## config.mk

```make
export PLATFORM = sky130hd
export DESIGN_NAME = usb_host_intr_regs
export DESIGN_NICKNAME = d
export VERILOG_FILES = /design/src/rtl/usb_host_regs_pkg.sv /design/src/rtl/usb_host_intr_regs.sv
export VERILOG_INCLUDE_DIRS = /design/src /design/src/rtl
export SDC_FILE = /design/constraint.sdc
export NUM_CORES = 1
export LEC_CHECK = 0
export ABC_AREA = 0
export BUFFER_PORTS_ARGS = -buffer_cell sky130_fd_sc_hd__buf_2
export CAP_MARGIN = 5
export CORE_ASPECT_RATIO = 1.2
export CORE_MARGIN = 10
export CORE_UTILIZATION = 44
export CTS_CLUSTER_DIAMETER = 30
export DETAILED_ROUTE_END_ITERATION = 12
export PLACE_DENSITY = 0.81
export SLEW_MARGIN = 30
export SYNTH_ARGS = -nofsm -noshare
export SYNTH_HDL_FRONTEND = slang
export SYNTH_SLANG_ARGS = --single-unit
```

## constraint.sdc

```tcl
create_clock -name clk_sys -period 1.6 [get_ports clk_sys]
set_clock_uncertainty 0.15 [all_clocks]
set_input_delay 0 -clock clk_sys [delete_from_list [all_inputs] [get_ports clk_sys]]
set_output_delay 0 -clock clk_sys [all_outputs]
set_load 0.005 [all_outputs]
```

## src/rtl/usb_host_regs_defs.svh

```systemverilog
`ifndef USB_HOST_REGS_DEFS_SVH
`define USB_HOST_REGS_DEFS_SVH

// ----------------------------------------------------------------
// Register byte offsets
// ----------------------------------------------------------------
`define OFS_INT_ENABLE      8'h10
`define OFS_INT_EN_CLEAR    8'h14
`define OFS_SHARED_BASE     8'h18
`define OFS_PERIODIC_PTR    8'h1c

// ----------------------------------------------------------------
// Enable register field positions
// ----------------------------------------------------------------
`define BIT_MASTER_GATE     31
`define BIT_OWNERSHIP       30
`define BIT_ROOT_HUB_CHANGE 6
`define BIT_FRAME_OVERFLOW  5
`define BIT_UNRECOVERABLE   4
`define BIT_RESUME_DETECT   3
`define BIT_FRAME_START     2
`define BIT_DONE_WRITEBACK  1
`define BIT_SCHED_OVERRUN   0

// ----------------------------------------------------------------
// Masks and reset values
// ----------------------------------------------------------------
`define EN_DEFINED_MASK     32'hc000007f
`define EN_SOURCE_MASK      32'h4000007f
`define BASE_ALIGN_MASK     32'hffffff00
`define PTR_ALIGN_MASK      32'hfffffff0
`define EN_RESET            32'h00000000
`define BASE_RESET          32'h00000000
`define PTR_RESET           32'h00000000

// ----------------------------------------------------------------
// AXI response codes
// ----------------------------------------------------------------
`define RESP_OKAY           2'b00
`define RESP_SLVERR         2'b10

`endif

```

## src/rtl/usb_host_regs_pkg.sv

```systemverilog
package usb_host_regs_pkg;

	// Register selected by an address
	typedef enum logic [2:0] {
		SEL_NONE   = 3'h0,
		SEL_ENABLE = 3'h1,
		SEL_CLEAR  = 3'h2,
		SEL_BASE   = 3'h3,
		SEL_PTR    = 3'h4
	} reg_sel_e;

	// Write path states, Gray from WAIT to EXEC to RESP
	typedef enum logic [1:0] {
		WR_WAIT = 2'b00,
		WR_EXEC = 2'b01,
		WR_RESP = 2'b11
	} wr_state_e;

	// Captured write request
	typedef struct packed {
		logic [7:0]  addr;
		logic [31:0] data;
		logic [3:0]  strb;
	} wr_req_s;

	// Periodic pointer update from list processing
	typedef struct packed {
		logic        load;
		logic [31:0] addr;
	} ptr_update_s;

endpackage

```

## src/rtl/usb_host_intr_regs.sv

```systemverilog
// Behaviour
// - one in clear register clears enable bit
// - zero bits in clear write change nothing
// - clear register reads back enable register
// - bit31 clears master gate, bit30 ownership
// - bits 6..0 clear the event enables
// - base register written by driver only
// - base bits 7..0 held at zero
// - periodic pointer updated by controller, read-only
// - periodic pointer bits 3..0 read zero
// - irq needs status, enable and master gate
// - enable register sets on one, ignores zero
//
// Added by the designer: register access over AXI4-Lite.
`timescale 1ns/100ps
`include "usb_host_regs_defs.svh"
`default_nettype none

module usb_host_intr_regs
	import usb_host_regs_pkg::*;
(
	// Clock and reset
	input  wire logic        clk_sys,
	input  wire logic        rst,
	// AXI4-Lite write address
	input  wire logic        s_axi_awvalid,
	output logic             s_axi_awready,
	input  wire logic [7:0]  s_axi_awaddr,
	// AXI4-Lite write data
	input  wire logic        s_axi_wvalid,
	output logic             s_axi_wready,
	input  wire logic [31:0] s_axi_wdata,
	input  wire logic [3:0]  s_axi_wstrb,
	// AXI4-Lite write response
	output logic             s_axi_bvalid,
	input  wire logic        s_axi_bready,
	output logic [1:0]       s_axi_bresp,
	// AXI4-Lite read address
	input  wire logic        s_axi_arvalid,
	output logic             s_axi_arready,
	input  wire logic [7:0]  s_axi_araddr,
	// AXI4-Lite read data
	output logic             s_axi_rvalid,
	input  wire logic        s_axi_rready,
	output logic [31:0]      s_axi_rdata,
	output logic [1:0]       s_axi_rresp,
	// Controller side
	input  wire logic [31:0] intr_status,
	input  wire ptr_update_s ptr_update,
	output logic [31:0]      interrupt_enable_register,
	output logic [31:0]      shared_comm_area,
	output logic             irq
);

	// ------------------------------------------------------------
	// Declarations
	// ------------------------------------------------------------
	wr_state_e   wr_state_reg;      // Write path state
	wr_state_e   wr_state_next;     // Next write state
	logic        aw_held_reg;       // Address captured
	logic        w_held_reg;        // Data captured
	wr_req_s     wr_req_reg;        // Captured request
	logic [31:0] lane_mask;         // Byte enables as bit mask
	logic [31:0] wr_ones;           // Written ones under strobes
	logic        wr_exec;           // Register update cycle
	reg_sel_e    wr_sel;            // Target of the write
	reg_sel_e    rd_sel;            // Target of the read
	logic [1:0]  bresp_reg;         // Write response code
	logic        rvalid_reg;        // Read data pending
	logic [31:0] rdata_reg;         // Read data
	logic [1:0]  rresp_reg;         // Read response code
	logic [31:0] enable_reg;        // Interrupt enable bits
	logic [31:0] base_reg;          // Shared area base
	logic [31:0] ptr_reg;           // Periodic descriptor pointer
	logic        irq_reg;           // Registered request

	// ------------------------------------------------------------
	// Address decode
	// ------------------------------------------------------------
	// Maps a byte address to a register
	function automatic reg_sel_e decode(input logic [7:0] addr);
		case (addr)
			`OFS_INT_ENABLE:   decode = SEL_ENABLE;
			`OFS_INT_EN_CLEAR: decode = SEL_CLEAR;
			`OFS_SHARED_BASE:  decode = SEL_BASE;
			`OFS_PERIODIC_PTR: decode = SEL_PTR;
			default:           decode = SEL_NONE;
		endcase
	endfunction

	assign wr_sel = decode(wr_req_reg.addr);
	assign rd_sel = decode(s_axi_araddr);

	// Byte strobes widened to bit lanes
	genvar lane;
	generate
		for (lane = 0; lane < 4; lane++) begin : g_lane
			assign lane_mask[lane*8 +: 8] = {8{wr_req_reg.strb[lane]}};
		end
	endgenerate

	assign wr_ones = wr_req_reg.data & lane_mask;
	assign wr_exec = (wr_state_reg == WR_EXEC);

	// ------------------------------------------------------------
	// Write channels
	// ------------------------------------------------------------
	// Accept address and data in either order while waiting
	assign s_axi_awready = (wr_state_reg == WR_WAIT) && !aw_held_reg;
	assign s_axi_wready  = (wr_state_reg == WR_WAIT) && !w_held_reg;
	assign s_axi_bvalid  = (wr_state_reg == WR_RESP);
	assign s_axi_bresp   = bresp_reg;

	// Next write state
	always_comb begin
		wr_state_next = wr_state_reg;
		case (wr_state_reg)
			// Both halves present
			WR_WAIT: begin
				if (aw_held_reg && w_held_reg) begin
					wr_state_next = WR_EXEC;
				end
			end
			// Update happens in this cycle
			WR_EXEC: wr_state_next = WR_RESP;
			// Hold response until taken
			WR_RESP: begin
				if (s_axi_bready) begin
					wr_state_next = WR_WAIT;
				end
			end
			default: wr_state_next = WR_WAIT;
		endcase
	end

	// Write state register
	always_ff @(posedge clk_sys) begin
		if (rst) begin
			wr_state_reg <= WR_WAIT;
		end else begin
			wr_state_reg <= wr_state_next;
		end
	end

	// Capture address half
	always_ff @(posedge clk_sys) begin
		if (rst) begin
			aw_held_reg     <= 1'b0;
			wr_req_reg.addr <= 8'h00;
		end else if (s_axi_awvalid && s_axi_awready) begin
			aw_held_reg     <= 1'b1;
			wr_req_reg.addr <= s_axi_awaddr;
		end else if (wr_exec) begin
			aw_held_reg <= 1'b0;
		end
	end

	// Capture data half
	always_ff @(posedge clk_sys) begin
		if (rst) begin
			w_held_reg      <= 1'b0;
			wr_req_reg.data <= 32'h00000000;
			wr_req_reg.strb <= 4'h0;
		end else if (s_axi_wvalid && s_axi_wready) begin
			w_held_reg      <= 1'b1;
			wr_req_reg.data <= s_axi_wdata;
			wr_req_reg.strb <= s_axi_wstrb;
		end else if (wr_exec) begin
			w_held_reg <= 1'b0;
		end
	end

	// Response code: unmapped address is an error
	always_ff @(posedge clk_sys) begin
		if (rst) begin
			bresp_reg <= `RESP_OKAY;
		end else if (wr_exec) begin
			bresp_reg <= (wr_sel == SEL_NONE) ? `RESP_SLVERR : `RESP_OKAY;
		end
	end

	// ------------------------------------------------------------
	// Read channels
	// ------------------------------------------------------------
	assign s_axi_arready = !rvalid_reg;
	assign s_axi_rvalid  = rvalid_reg;
	assign s_axi_rdata   = rdata_reg;
	assign s_axi_rresp   = rresp_reg;

	// Read data is sampled when the address is taken
	always_ff @(posedge clk_sys) begin
		if (rst) begin
			rvalid_reg <= 1'b0;
			rdata_reg  <= 32'h00000000;
			rresp_reg  <= `RESP_OKAY;
		end else if (s_axi_arvalid && s_axi_arready) begin
			rvalid_reg <= 1'b1;
			rresp_reg  <= `RESP_OKAY;
			case (rd_sel)
				SEL_ENABLE: rdata_reg <= enable_reg;
				SEL_CLEAR:  rdata_reg <= enable_reg;
				SEL_BASE:   rdata_reg <= base_reg;
				SEL_PTR:    rdata_reg <= ptr_reg;
				// Unmapped reads zero with error
				default: begin
					rdata_reg <= 32'h00000000;
					rresp_reg <= `RESP_SLVERR;
				end
			endcase
		end else if (s_axi_rready) begin
			rvalid_reg <= 1'b0;
		end
	end

	// ------------------------------------------------------------
	// Interrupt enable register
	// ------------------------------------------------------------
	// Reserved bits are not stored and read zero
	always_ff @(posedge clk_sys) begin
		if (rst) begin
			enable_reg <= `EN_RESET;
		end else if (wr_exec && wr_sel == SEL_ENABLE) begin
			enable_reg <= enable_reg | (wr_ones & `EN_DEFINED_MASK);
		end else if (wr_exec && wr_sel == SEL_CLEAR) begin
			enable_reg <= enable_reg & ~(wr_ones & `EN_DEFINED_MASK);
		end
	end

	assign interrupt_enable_register = enable_reg;

	// ------------------------------------------------------------
	// Shared area base and periodic pointer
	// ------------------------------------------------------------
	// Driver writes the base, low byte forced to zero
	always_ff @(posedge clk_sys) begin
		if (rst) begin
			base_reg <= `BASE_RESET;
		end else if (wr_exec && wr_sel == SEL_BASE) begin
			base_reg <= ((base_reg & ~lane_mask) | wr_ones) & `BASE_ALIGN_MASK;
		end
	end

	assign shared_comm_area = base_reg;

	// Controller loads the pointer; bus writes are ignored
	always_ff @(posedge clk_sys) begin
		if (rst) begin
			ptr_reg <= `PTR_RESET;
		end else if (ptr_update.load) begin
			ptr_reg <= ptr_update.addr & `PTR_ALIGN_MASK;
		end
	end

	// ------------------------------------------------------------
	// Interrupt request
	// ------------------------------------------------------------
	// gate status by enables and master
	always_ff @(posedge clk_sys) begin
		if (rst) begin
			irq_reg <= 1'b0;
		end else begin
			irq_reg <= enable_reg[`BIT_MASTER_GATE] &&
				|(intr_status & enable_reg & `EN_SOURCE_MASK);
		end
	end

	assign irq = irq_reg;
endmodule

`default_nettype wire

```

* Word level (Yosys, flattened, before mapping)
Cells that the tools add are included.
** Word-level totals
- Logic and storage cells :: 79
- Input port bits :: 124
- Register bits :: 170
** Operators by class
- Eq/ne operators :: 19
- Reductions and logical operators :: 23
- Multiplexer cells :: 15
- Bitwise gates (word level) :: 8
** Operator list (count)
- $and A32 B32 Y32 :: 3
- $pmux W32 S3 :: 1
- $eq A8 B5 Y1 const B :: 8
- $mux W32 :: 2
- $not A32 Y32 :: 2
- $or A32 B32 Y32 :: 2
- $and A31 B31 Y31 :: 1
- $pmux W3 S4 :: 2
- $eq A3 B2 Y1 const B :: 4
- $logic_and A1 B1 Y1 :: 10
- $mux W2 :: 4
- $reduce_bool A2 Y1 :: 4
- $reduce_or A8 Y1 :: 1
- $eq A3 B1 Y1 const B :: 2
- $pmux W2 S3 :: 1
- $mux W1 :: 5
- $ne A2 B1 Y1 const B :: 2
- $reduce_or A4 Y1 :: 1
- $eq A3 B3 Y1 const B :: 1
- $logic_not A1 Y1 :: 3
- $logic_not A3 Y1 :: 1
- $eq A2 B1 Y1 const B :: 1
- $eq A2 B2 Y1 const B :: 1
- $logic_not A2 Y1 :: 1
- other kinds (2) :: 2

* Logic depth before layout (Yosys ltp)
- Depth in word-level cells :: 6
- Mapped depth :: 6
- Depth with buffers taken out :: 3

* Worst setup path before layout
OpenSTA, ideal clock, no wires.
- Kind :: register to register
- Start point :: register wr_state_reg[0]
- End point :: register wr_req_reg[33] (netlist bit)
- Data arrival time :: 1309 ps
- Stages on the path, launching flop included :: 7
- Period minus slack after synthesis :: 1591 ps
- Data required time :: 1318 ps
- Slack :: 9 ps
- Cell sequence :: dfxtp_1 buf_4 or4b_1 buf_2 buf_2 nand2_1 a21oi_1
** Between the ends
- Cells in the longest elaborated chain, start to end :: 3
** RTL lines
- start: declaration :: line usb_host_intr_regs.sv:58 : wr_state_e wr_state_reg;
- start signal: assignment :: line usb_host_intr_regs.sv:141 : wr_state_reg <= wr_state_next;
- $logic_not A2 Y1 :: line usb_host_intr_regs.sv:110 : assign s_axi_wready = (wr_state_reg == WR_WAIT) && !w_held_reg;
- $logic_and A1 B1 Y1 :: line usb_host_intr_regs.sv:110
- $logic_and A1 B1 Y1 :: line usb_host_intr_regs.sv:164 : end else if (s_axi_wvalid && s_axi_wready) begin
- end: declaration :: line usb_host_intr_regs.sv:62 : wr_req_s wr_req_reg;
Every way passes these cells.
A chain may end at the register's enable or synchronous reset.

==> flow_results.org <==
** Routing
- DRC violation count after routing :: 0
- The first detailed-routing pass ran for 4 iterations.
- Post-DRT Antenna Nets :: 0
- After detailed routing, the total wire length is about 21,000 µm.
- The detailed router placed 5,754 vias in this run.
- Routed length on met3 :: 1350 µm
- Detailed route wirelength on metal2 :: approximately 11,000 µm
- Routed wirelength normalized by instance count :: ~19 µm
- Via count normalized by instance count :: just over 5
- Uppermost routed layer :: met4
- Metal1 wirelength :: 8180 µm
- Number of design-rule violations left by the first detailed-router iteration :: approximately 390

** Cells and area
- Of the cells placed in the final design, the portion with a size suffix greater than 1 is between 20% and 30%.
- The net count of the finished layout is approximately 1,100.
- The multi-input combinational cells in the finished layout cover a total of 2910 µm².
- Area growth from synthesis to layout :: 52.4%
- Layout filler cell count :: 946
- Sequential cell area :: ~2900 µm²
- Summed area of non-filler cells in the final layout :: 9250 µm²

** Floorplan
- Die ar. :: 18,900 µm²
- Number of standard-cell rows in the floorplan :: 46
- Die Height :: approximately 150 µm
- After floorplanning, the core was sized to cover 13,400 µm².
- In this run the count of I/O pins placed on the die edge is 230.
- In this run the horizontal extent of the chip is around 130 µm.
- Initial Utilization :: 45.4%

** Synthesis
- Leading cell types by count after synthesis :: 144 x sky130_fd_sc_hd__dfxtp_1, 92 x sky130_fd_sc_hd__nand2_1, 85 x sky130_fd_sc_hd__mux2i_1
- Dominant register cell in the synthesized netlist :: sky130_fd_sc_hd__dfxtp_1
- Instance count of the mapped netlist :: 629
- Number of enable-type register cells in the synthesized netlist :: 0
- Count of state elements after synthesis :: 144
- The synthesized netlist devotes 0% of its cell area to adder and majority cells.
- The top cell type by area accounts for 47.5% of the synthesized area.
- Synth warnings :: 0
- Simple-gate share of the synthesized area :: 20.9%
- Yosys mapped the design onto 37 distinct sky130hd cell types.
- After synthesis, the largest family of logic cells by area is simple AND/OR/NAND/NOR gates.
- Share of the yosys chip area belonging to registers :: roughly 48%
- Post-synth ARST share :: 0%
- In the synthesized netlist, mux cells make up 14.4% of the area.
- Mapped Area :: 6070 µm²
- Post-synthesis compound-gate area fraction :: between 9 and 10%
- Cell types occupying the most area after synthesis :: sky130_fd_sc_hd__dfxtp_1 48%, sky130_fd_sc_hd__mux2i_1 14%, sky130_fd_sc_hd__nand2b_1 6.0%
- Mean instance size in the synthesized netlist :: 9.65 µm²
- The synthesized netlist devotes 0% of its cell area to XOR and XNOR gates.
- Most repeated cell in the gate-level netlist after synthesis :: sky130_fd_sc_hd__dfxtp_1
- The biggest area contributor in the post-synthesis netlist is sky130_fd_sc_hd__dfxtp_1.

** Setup path
- Most Frequent Cell on Critical Path :: sky130_fd_sc_hd__buf_12
- Crit path cell chain :: nor4b_4, buf_12, nand4_2, buf_12, mux2i_2
- Biggest fanout along the worst timing path :: 8
- Crit path largest cell delay :: 0.37 ns
- FF-to-FF path depth :: 5
- The worst setup path is of the register to register kind.
- Endpoint type of the worst setup path :: register
- Critical Path AT :: 1.74 ns
- Setup crit start kind :: register
- Slowest CP cell :: sky130_fd_sc_hd__dfxtp_4
- At the worst endpoint, the required time is around 1.8 ns.

** Clocking
- In this run, CTS created clock tree buffers numbering 17.
- In this run the deepest clock path goes through 2 buffers.
- TritonCTS built the clock tree.
- The tree built by TritonCTS fans out to 144 sinks.
- Buffer cell driving the clock tree root :: sky130_fd_sc_hd__clkbuf_16
- Clock latency on the worst-skew pair, taken at its later pin, is 0.42 ns.
- After clock tree synthesis, the clock-pin slew on the worst setup and hold paths is 0.06 ns.
- The H-tree was split into 4 levels.

** GRT
- The via count of the first global-routing pass came to 6,091.
- Initial antenna violation count :: 6
- Entering global routing, the biggest net connects 57 pins.
- The first global-routing pass estimated 31,600 µm of wire.
- Sum of overflow across all layers after global routing :: 0
- Global routing used ~21% of the available tracks.

** Job
- Across the run, the number of max-cap violations was 0.

** Timing
- Highest clock frequency the design can meet :: 0.632 GHz
- The number of max-slew violations in the final report came to 0.
- Shortest clock period the worst path allows after layout :: 1.58 ns
- After layout, the worst path uses 98.9% of the clock period.
- Setup repair after global routing could not meet its margin everywhere.
- Hold Fails Final Rpt :: 0
- Setup Viol. Count Final :: 0

** Hold path
- Counting instances, the worst hold path has a depth of 5.
- Classification of the worst-slack hold path :: primary input to register

** Place
- Summed over all nets, the half-perimeter wirelength after detailed placement is 12,300 µm.
- IO Port Bufs :: 167
- Gp weighted congestion :: 0.834
- DP Area :: 7130 µm²

** Outcome
- Outcome :: finished clean

** Power and ir drop
- Power density of the placed cells :: 1030 nW/µm²
- Overall power consumption after layout is estimated at 9.54 mW.
- Worst supply voltage drop on vdd :: between 0.0007 and 0.0008 V
- Leakage power figure :: between 4 and 5 nW
## cell usage in the layout (no fill, tap or decap), types with 4 or more instances in the layout
cell type / synthesis / routed
sky130_fd_sc_hd__a21oi_1: 52 / 40
sky130_fd_sc_hd__a21oi_2: 0 / 12
sky130_fd_sc_hd__a22oi_1: 4 / 4
sky130_fd_sc_hd__and3_1: 4 / 4
sky130_fd_sc_hd__buf_12: 0 / 11
sky130_fd_sc_hd__buf_2: 13 / 166
sky130_fd_sc_hd__buf_4: 35 / 20
sky130_fd_sc_hd__buf_6: 2 / 7
sky130_fd_sc_hd__bufinv_16: 0 / 5
sky130_fd_sc_hd__clkbuf_16: 0 / 20
sky130_fd_sc_hd__conb_1: 1 / 33
sky130_fd_sc_hd__dfxtp_1: 144 / 141
sky130_fd_sc_hd__diode_2: 0 / 6
sky130_fd_sc_hd__dlygate4sd3_1: 0 / 120
sky130_fd_sc_hd__mux2i_1: 85 / 84
sky130_fd_sc_hd__nand2_1: 92 / 90
sky130_fd_sc_hd__nand2b_1: 58 / 58
sky130_fd_sc_hd__nand4_1: 9 / 9
sky130_fd_sc_hd__nor2_1: 33 / 32
sky130_fd_sc_hd__nor2b_1: 9 / 9
sky130_fd_sc_hd__nor3_1: 4 / 4
sky130_fd_sc_hd__nor4b_4: 5 / 5
sky130_fd_sc_hd__o2bb2ai_1: 23 / 23
## worst max-delay path, delay by kind of cell (launching register included)
| family | cells | cell delay (ns) |
|---|---|---|
| DFF | 1 | 0.37 |
| muxes | 1 | 0.14 |
| and+or+nand+nor | 2 | 0.47 |
| buffers and inverters | 2 | 0.34 |
## final timing paths
path	from	end	slack (ns)
setup reg to reg	wr_state_reg[1]$_SDFFE_PP0P_	register	0.02
hold / removal	s_axi_araddr[4]	s_axi_rdata[0]$_SDFFE_PP0P_	0.04
setup / recovery	wr_state_reg[1]$_SDFFE_PP0P_	register	0.02
hold reg to reg	s_axi_rdata[4]$_SDFFE_PP0P_	s_axi_rdata[4]$_SDFFE_PP0P_	0.30
## power breakdown
group / total (mW) / switching [mW] / internal, mW
sequential: 3.84 / 0.102 / 3.74
clock: 4.34 / 1.47 / 2.87
combinational: 1.36 / 0.647 / 0.711
total: 9.54 / 2.22 / 7.33
## layout make-up
class	count	share of cell area, %
inverter	3	0.122
clock buffer	21	5.09
timing repair buffer	327	27.6
tap	168	2.27
antenna	6	0.162
clock inverter	10	1.98
sequential	144	31.2
multi-input combinational	440	31.5
## through the flow
stage / cells / hold slack, ns / utilization [%] / TNS [ns] / setup slack [ns]
global placement: 950 / 0.0601 / 53.4 / 0 / 0.0637
detailed placement: 950 / 0.0573 / 53.4 / 0 / 0.0352
floorplan: 661 / -0.0512 / - / 0 / 0.00866
finish: 1119 / 0.0429 / 69.2 / 0 / 0.0180
global route: 1119 / 0.0495 / 69.2 / -0.309 / -0.0298
CTS: 1101 / 0.0141 / 67.3 / 0 / 0.0288
## kinds of logic after synthesis
family          Yosys count
flops                   144
mux                      87
compound gates           91
simple gates            229
other cells               1
buf+inv                  77
## routing by layer
layer / global-route usage, % / vias to the layer above
met5: 0 / -
met4: 11.5 / 0
met3: 6.93 / 59
met2: 36.9 / 216
met1: 20.9 / 2782
li1: - / 2697
## what timing repair did
action / in CTS / in global routing
hold buffers: 120 / 0
setup endpoints to repair: 0 / 57
endpoints found under the hold margin: 106 / 0
buffers inserted: 0 / 6
gates resized for setup: 0 / 26
Note: power is estimated with default switching activity, not from simulation.
